File: src/logic/uhb_pkg.sv
// Purpose: Shared constants for the UART holding and baud divider block
// Assumes: 32-bit APB data, each register on its own aligned word
// Notes: Addresses are full byte addresses as decoded on paddr
package uhb_pkg;
  localparam int unsigned ADDR_W = 32;
  localparam int unsigned DATA_W = 32;
  localparam int unsigned CHAR_W = 8;
  localparam int unsigned DIV_W = 16;
  localparam int unsigned IRQ_W = 4;

  localparam logic [31:0] ADDR_RX_HOLD = 32'h400e0618;
  localparam logic [31:0] ADDR_TX_HOLD = 32'h400e061c;
  localparam logic [31:0] ADDR_BAUD_DIV = 32'h400e0620;
  localparam logic [31:0] ADDR_CONTROL = 32'h400e0624;
  localparam logic [31:0] ADDR_STATUS = 32'h400e0628;
  localparam logic [31:0] ADDR_IRQ_STATUS = 32'h400e062c;
  localparam logic [31:0] ADDR_IRQ_MASK = 32'h400e0630;

  // Control register fields
  localparam int unsigned CTL_RX_EN = 0;
  localparam int unsigned CTL_TX_EN = 1;

  // Status register fields
  localparam int unsigned ST_RX_AVAIL = 0;
  localparam int unsigned ST_TX_FREE = 1;
  localparam int unsigned ST_DMA_EMPTY = 11;
  localparam int unsigned ST_DMA_FULL = 12;

  // Interrupt status and mask fields
  localparam int unsigned IRQ_RX_AVAIL = 0;
  localparam int unsigned IRQ_TX_FREE = 1;
  localparam int unsigned IRQ_DMA_EMPTY = 2;
  localparam int unsigned IRQ_DMA_FULL = 3;

  localparam logic [15:0] RST_BAUD_DIV = 16'h0000;
  localparam logic [1:0] RST_CONTROL = 2'h0;
  localparam logic [3:0] RST_IRQ_MASK = 4'h0;
endpackage

File: src/logic/uhb_baud_gen.sv
// Purpose: Oversampling tick generator for the baud clock
// Assumes: Divisor comes from a register on the same clock
// Notes: One tick every divisor cycles, sixteen ticks per bit
`timescale 1ns/1ps
`default_nettype none
module uhb_baud_gen #(
  parameter int unsigned DIV_W = 16
) (
  input wire logic pclk,
  input wire logic presetn,
  input wire logic [DIV_W-1:0] baud_divisor,
  output logic sample_tick
);
  logic [DIV_W-1:0] count;
  logic [DIV_W-1:0] next_count;
  logic next_tick;

  // Divisor zero clears the counter and stops all ticks
  always_comb begin
    next_count = '0;
    next_tick = 1'b0;
    if (baud_divisor != '0) begin
      if (count >= baud_divisor - 1'b1) begin
        next_count = '0;
        next_tick = 1'b1;
      end else begin
        next_count = count + 1'b1;
      end
    end
  end

  always_ff @(posedge pclk or negedge presetn) begin
    if (!presetn) begin
      count <= '0;
      sample_tick <= 1'b0;
    end else begin
      count <= next_count;
      sample_tick <= next_tick;
    end
  end
endmodule
`default_nettype wire

File: src/logic/uhb_top.sv
// Purpose: Character holding registers and baud divider of a UART, on APB
// Assumes: Shifters and DMA channel run on pclk, so no synchronisers
// Notes: Zero wait state slave; every output is a flip-flop
//
// Design decision made here: the APB register port.
`timescale 1ns/1ps
`default_nettype none
module uhb_top
  import uhb_pkg::*;
(
  input wire logic pclk,
  input wire logic presetn,
  input wire logic psel,
  input wire logic penable,
  input wire logic pwrite,
  input wire logic [ADDR_W-1:0] paddr,
  input wire logic [DATA_W-1:0] pwdata,
  output logic [DATA_W-1:0] prdata,
  output logic pready,
  output logic pslverr,
  input wire logic [CHAR_W-1:0] rx_char_in,
  input wire logic rx_char_strobe,
  input wire logic tx_shift_load,
  output logic [CHAR_W-1:0] character_to_send,
  output logic tx_char_pending,
  output logic baud_sample_tick,
  input wire logic tx_dma_empty,
  input wire logic rx_dma_full,
  output logic irq
);
  // Register state
  logic [DIV_W-1:0] baud_divisor;
  logic [DIV_W-1:0] next_baud_divisor;
  logic [1:0] control;
  logic [1:0] next_control;
  logic [CHAR_W-1:0] received_character;
  logic [CHAR_W-1:0] next_received_character;
  logic rx_char_available;
  logic next_rx_char_available;
  logic [CHAR_W-1:0] next_character_to_send;
  logic next_tx_char_pending;
  logic [IRQ_W-1:0] irq_status;
  logic [IRQ_W-1:0] next_irq_status;
  logic [IRQ_W-1:0] irq_mask;
  logic [IRQ_W-1:0] next_irq_mask;
  logic tx_free_prev;
  logic dma_empty_prev;
  logic dma_full_prev;
  logic next_irq;
  // Bus state
  logic [DATA_W-1:0] next_prdata;
  logic next_pready;
  logic next_pslverr;
  // Decoded strobes
  logic setup;
  logic access_done;
  logic wr_done;
  logic rd_done;
  logic tx_holding_free;
  logic [IRQ_W-1:0] irq_events;
  logic tick_raw;

  function automatic logic addr_mapped(input logic [ADDR_W-1:0] a);
    addr_mapped = (a == ADDR_RX_HOLD) || (a == ADDR_TX_HOLD) ||
                  (a == ADDR_BAUD_DIV) || (a == ADDR_CONTROL) ||
                  (a == ADDR_STATUS) || (a == ADDR_IRQ_STATUS) ||
                  (a == ADDR_IRQ_MASK);
  endfunction

  uhb_baud_gen #(
    .DIV_W(DIV_W)
  ) u_baud (
    .pclk(pclk),
    .presetn(presetn),
    .baud_divisor(baud_divisor),
    .sample_tick(tick_raw)
  );

  // Bus phases; the answer is prepared during setup so pready is a flop
  assign setup = psel && !penable;
  assign access_done = psel && penable && pready;
  assign wr_done = access_done && pwrite && !pslverr;
  assign rd_done = access_done && !pwrite && !pslverr;

  // Space for a new character exists only with the transmitter on
  assign tx_holding_free = control[CTL_TX_EN] && !tx_char_pending;

  // Hardware events; the free event marks a rising edge of the flag
  always_comb begin
    irq_events = '0;
    irq_events[IRQ_RX_AVAIL] = rx_char_strobe && control[CTL_RX_EN];
    irq_events[IRQ_TX_FREE] = tx_holding_free && !tx_free_prev;
    irq_events[IRQ_DMA_EMPTY] = tx_dma_empty && !dma_empty_prev;
    irq_events[IRQ_DMA_FULL] = rx_dma_full && !dma_full_prev;
  end

  // Read data, ready and error for the coming access phase
  always_comb begin
    next_prdata = '0;
    next_pready = setup;
    next_pslverr = setup && !addr_mapped(paddr);
    if (setup && !pwrite) begin
      if (paddr == ADDR_RX_HOLD) begin
        next_prdata[CHAR_W-1:0] = received_character;
      end else if (paddr == ADDR_BAUD_DIV) begin
        next_prdata[DIV_W-1:0] = baud_divisor;
      end else if (paddr == ADDR_CONTROL) begin
        next_prdata[1:0] = control;
      end else if (paddr == ADDR_STATUS) begin
        next_prdata[ST_RX_AVAIL] = rx_char_available;
        next_prdata[ST_TX_FREE] = tx_holding_free;
        next_prdata[ST_DMA_EMPTY] = tx_dma_empty;
        next_prdata[ST_DMA_FULL] = rx_dma_full;
      end else if (paddr == ADDR_IRQ_STATUS) begin
        next_prdata[IRQ_W-1:0] = irq_status;
      end else if (paddr == ADDR_IRQ_MASK) begin
        next_prdata[IRQ_W-1:0] = irq_mask;
      end
    end
  end

  // Software writable configuration
  always_comb begin
    next_baud_divisor = baud_divisor;
    next_control = control;
    next_irq_mask = irq_mask;
    if (wr_done) begin
      if (paddr == ADDR_BAUD_DIV) begin
        next_baud_divisor = pwdata[DIV_W-1:0];
      end else if (paddr == ADDR_CONTROL) begin
        next_control = pwdata[1:0];
      end else if (paddr == ADDR_IRQ_MASK) begin
        next_irq_mask = pwdata[IRQ_W-1:0];
      end
    end
  end

  // Receive holding; a new character wins over a read in the same cycle
  always_comb begin
    next_received_character = received_character;
    next_rx_char_available = rx_char_available;
    if (rd_done && paddr == ADDR_RX_HOLD) begin
      next_rx_char_available = 1'b0;
    end
    if (rx_char_strobe && control[CTL_RX_EN]) begin
      next_received_character = rx_char_in;
      next_rx_char_available = 1'b1;
    end
    if (!control[CTL_RX_EN]) begin
      next_rx_char_available = 1'b0;
    end
  end

  // Transmit holding; writes without space are dropped, keeping the
  // waiting character intact rather than corrupting it mid-hand-over
  always_comb begin
    next_character_to_send = character_to_send;
    next_tx_char_pending = tx_char_pending;
    if (tx_shift_load) begin
      next_tx_char_pending = 1'b0;
    end
    if (wr_done && paddr == ADDR_TX_HOLD && tx_holding_free) begin
      next_character_to_send = pwdata[CHAR_W-1:0];
      next_tx_char_pending = 1'b1;
    end
    if (!control[CTL_TX_EN]) begin
      next_tx_char_pending = 1'b0;
    end
  end

  // Sticky interrupt status, write one to clear, events win over clears
  always_comb begin
    next_irq_status = irq_status;
    if (wr_done && paddr == ADDR_IRQ_STATUS) begin
      next_irq_status = irq_status & ~pwdata[IRQ_W-1:0];
    end
    next_irq_status = next_irq_status | irq_events;
    next_irq = |(irq_status & irq_mask);
  end

  always_ff @(posedge pclk or negedge presetn) begin
    if (!presetn) begin
      prdata <= '0;
      pready <= 1'b0;
      pslverr <= 1'b0;
      baud_divisor <= RST_BAUD_DIV;
      control <= RST_CONTROL;
      irq_mask <= RST_IRQ_MASK;
      received_character <= '0;
      rx_char_available <= 1'b0;
      character_to_send <= '0;
      tx_char_pending <= 1'b0;
      irq_status <= '0;
      irq <= 1'b0;
      tx_free_prev <= 1'b0;
      dma_empty_prev <= 1'b0;
      dma_full_prev <= 1'b0;
      baud_sample_tick <= 1'b0;
    end else begin
      prdata <= next_prdata;
      pready <= next_pready;
      pslverr <= next_pslverr;
      baud_divisor <= next_baud_divisor;
      control <= next_control;
      irq_mask <= next_irq_mask;
      received_character <= next_received_character;
      rx_char_available <= next_rx_char_available;
      character_to_send <= next_character_to_send;
      tx_char_pending <= next_tx_char_pending;
      irq_status <= next_irq_status;
      irq <= next_irq;
      tx_free_prev <= tx_holding_free;
      dma_empty_prev <= tx_dma_empty;
      dma_full_prev <= rx_dma_full;
      baud_sample_tick <= tick_raw;
    end
  end
endmodule
`default_nettype wire

File: config.mk
export PLATFORM = sky130hd
export DESIGN_NAME = uhb_top
export DESIGN_NICKNAME = d
export VERILOG_FILES = /design/src/logic/uhb_pkg.sv /design/src/logic/uhb_baud_gen.sv /design/src/logic/uhb_top.sv
export SDC_FILE = /design/constraint.sdc
export NUM_CORES = 1
export LEC_CHECK = 0
export BUFFER_PORTS_ARGS = -buffer_cell sky130_fd_sc_hd__buf_4
export CAP_MARGIN = 15
export CORE_ASPECT_RATIO = 1.75
export CORE_MARGIN = 2
export CORE_UTILIZATION = 56
export CTS_CLUSTER_DIAMETER = 200
export DETAILED_ROUTE_END_ITERATION = 16
export PLACE_DENSITY = 0.95
export SYNTH_ARGS = -nofsm -noshare
export SYNTH_HDL_FRONTEND = slang
export SYNTH_SLANG_ARGS = --single-unit
File: constraint.sdc
create_clock -name pclk -period 5.4 [get_ports pclk]
set_clock_uncertainty 0.2 [all_clocks]
set_input_delay 1.08 -clock pclk [delete_from_list [all_inputs] [get_ports pclk]]
set_output_delay 1.08 -clock pclk [all_outputs]
set_load 0.02 [all_outputs]
==> run_results.csv <==
group,metric,value,unit
global_route,first_global_vias,3601,
die,num_io_pins,126,
synthesis,synth_warnings,0,
synthesis,avgSynthCellArea,11.0,um2
clock_network,cts_setup_buffers,0,
clock_network,cts.htree.levels,3,
synthesis,syn_area,4430,um2
critical_path,cp_slowest_stage_delay,530,ps
power_and_ir_drop,ir_drop,180,uV
die,die_h,122,um
sta,setup_violations,0,
detailed_routing,wl_per_cell,18.2,um
detailed_routing,antenna_left,0,
global_route,track_usage,25.5,%
die,core_area,7620,um2
clock_network,cts_resized,0,
critical_path,crit_fanout,17,
clock_network,cts_tree,"built",
global_route,antenna_found_initial,0,
clock_network,ctsRootBufferMaster,"clkbuf_16",
synthesis,synth_area_leaders,"dfrtp_1 47%, mux2_2 9.9%, ha_1 5.1%",
place,place_area,5110,um2
job,maxCapViolations,0,
layout,nNetsFinal,592,
power_and_ir_drop,power_density,245,nW/um2
layout,final_common_cell,"buf_4",
detailed_routing,wirelength,10700,um
critical_path,cp.required,5450,ps
critical_path,cpMaxStageDelayCell,"nor4b_1",
critical_path,rrSetupSlack,1540,ps
clock_network,cts_buffer_depth,2,
detailed_routing,drt_iter0_markers,324,
critical_path,endpoint_kind,"flip-flop",
sta,slew_viol_final,0,
global_route,grt_max_degree,85,
synthesis,yosysSeqAreaShare,47.5,%
layout,diodes,0,
detailed_routing,drt_pass1_iterations,5,
die,dieArea,8660,um2
global_route,grt.overflow.total,0,
sta,worst_pin_slew,1010,ps
synthesis,ys.flop_type,"dfrtp_1",
layout,post-route-util,70.9,%
clock_network,clk_latency,350,ps
min_path,min_path_type,"reg -> reg",
layout,design_area,5400,um2
sta,post-route-period-util,71.5,%
sta,final.setup.tns,0,ps
run_status,outcome,"finished clean",
synthesis,synthDistinctLibCells,60,
layout,mostFrequentLayoutCells,"95 x buf_4, 84 x dfrtp_1, 39 x mux2_2, 31 x nor2_1, 28 x nand2_1",
synthesis,synth_top_area_share,47.5,%
synthesis,ys_async_sr_fraction,100,%
layout,drive_gt1_share,31.9,%
sta,hold_viol,0,
clock_network,clock_sinks,84,
place,routabilityCongestion,0.919,
clock_network,cts_buffers,9,
detailed_routing,routed_via_density,6.04,
sta,period_needed,3860,ps
sta,max_freq,0.259,GHz
place,dp_hpwl,7860,um
global_route,grt_pass1_wl,16800,um
critical_path,path_cells,"nor4_1 > nor4b_1 > nand2b_1 > nor3_1 > xnor2_1 > ha_1 > a211oi_1 > o21ai_0 > a221oi_1 > a21oi_1 > buf_4 > nor3b_1",
critical_path,crit_type,"reg -> reg",
synthesis,ys_ff_latch,84,
critical_path,cp_data_arrival_time,3910,ps
sta,max_slew_margin,32.3,%
die,initial_utilization,58.1,%
place,io_buffers,93,
detailed_routing,drc,0,
sta,rsz0062_at_grt,"no",
synthesis,synth_top_cell_by_area,"dfrtp_1",
die,placementRows,42,
synthesis,synth_edf_count,0,
power_and_ir_drop,power.leakage,0.00280,uW
clock_network,ctsHoldBuffers,0,
synthesis,synth_cells,402,
die,fp.dieW,71.2,um
critical_path,cp-start-kind,"flip-flop",
clock_network,cts.clk_slew.worst_paths,60,ps
sta,hold_ws,152,ps
detailed_routing,vias,3538,
layout,area_growth,22.0,%
cell usage after synthesis (all sizes together) (2+ instances only):
master	instances
nand2	30
nor4	10
dfrtp	84
nor4b	4
xor2	4
and4	3
a22o	3
ha	18
nor3b	3
nand4	8
nor3	7
mux2	41
o21a	2
nand3	13
mux2i	2
nand2b	5
xnor2	23
o21ai	10
a32o	5
nor2b	2
or3	2
nand3b	2
buf	20
and2	10
inv	9
nor2	31
o22ai	2
a22oi	3
and4b	2
clkbuf	10
and3	7
a222oi	2
or4	2
a21oi	9
layout make-up:
type / instances / area (um2)
clock inverter: 6 / 65.1
fill: 511 / 2220
multi-input combinational: 294 / 2150
inverter: 9 / 33.8
tap: 88 / 110
timing repair buffer: 95 / 713
clock buffer: 10 / 229
sequential: 84 / 2100
stage by stage:
step                      total power [uW]  std cells  setup WS [ps]
final                                 1320        586           1540
after CTS                             1320        586           1570
after floorplan                        676        417           2110
after detailed placement               725        570           1720
after global placement                 722        570           1860
after global routing                  1370        586           1320
per-layer routing:
layer,track usage [%],routed length (um),vias up
met5,0,0,-
met2,45.3,5810,193
met4,17.2,605,0
met1,25.8,3630,1702
met3,6.12,618,49
li1,-,-,1594
path summary, 6_finish.rpt:
path	from	to	cells after the start
min in group asynchronous	presetn	irq$_DFF_PN0_	1
setup reg to reg	baud_divisor[3]$_DFFE_PN0P_	u_baud.count[0]$_DFF_PN0_	12
hold reg to reg	u_baud.sample_tick$_DFF_PN0_	baud_sample_tick$_DFF_PN0_	0
hold / removal	u_baud.sample_tick$_DFF_PN0_	baud_sample_tick$_DFF_PN0_	0
setup / recovery	baud_divisor[3]$_DFFE_PN0P_	u_baud.count[0]$_DFF_PN0_	12
max in group asynchronous	presetn	pready$_DFF_PN0_	1
cell families (layout without fill, tap and decap cells):
kind of cell    Yosys count  in the layout  share of synthesized area, %
mux                      43             43                          10.9
xor+xnor                 27             27                          5.34
compound gates           46             46                          7.38
simple gates            144            144                          18.5
buf+inv                  39            120                          5.28
flops                    84             84                          47.5
fa+ha+maj                18             18                          5.09
other cells               1             16                        0.0847
flip-flops by register name, summed over array words and instances (netlist names), 2 cells and up:
| signal | count |
|---|---|
| u_baud.count | 16 |
| irq_status | 4 |
| prdata | 16 |
| character_to_send | 8 |
| received_character | 8 |
| irq_mask | 4 |
| baud_divisor | 16 |
| control | 2 |
critical path: cells and delay by family (launching register included):
| family | cells | cell delay (ps) |
|---|---|---|
| simple gates | 5 | 1710 |
| compound gates | 4 | 790 |
| flops | 1 | 430 |
| fa+ha+maj | 1 | 270 |
| buf+inv | 1 | 200 |
| xor+xnor | 1 | 150 |
power by group:
group	total [uW]	internal, uW	leakage (uW)	switching, uW
logic	81.9	36.7	0.00152	45.2
registers	632	631	0.00115	0.633
clock network	610	357	0.000131	253
total	1320	1020	0.00280	299
(Power assumes the default switching activity.)
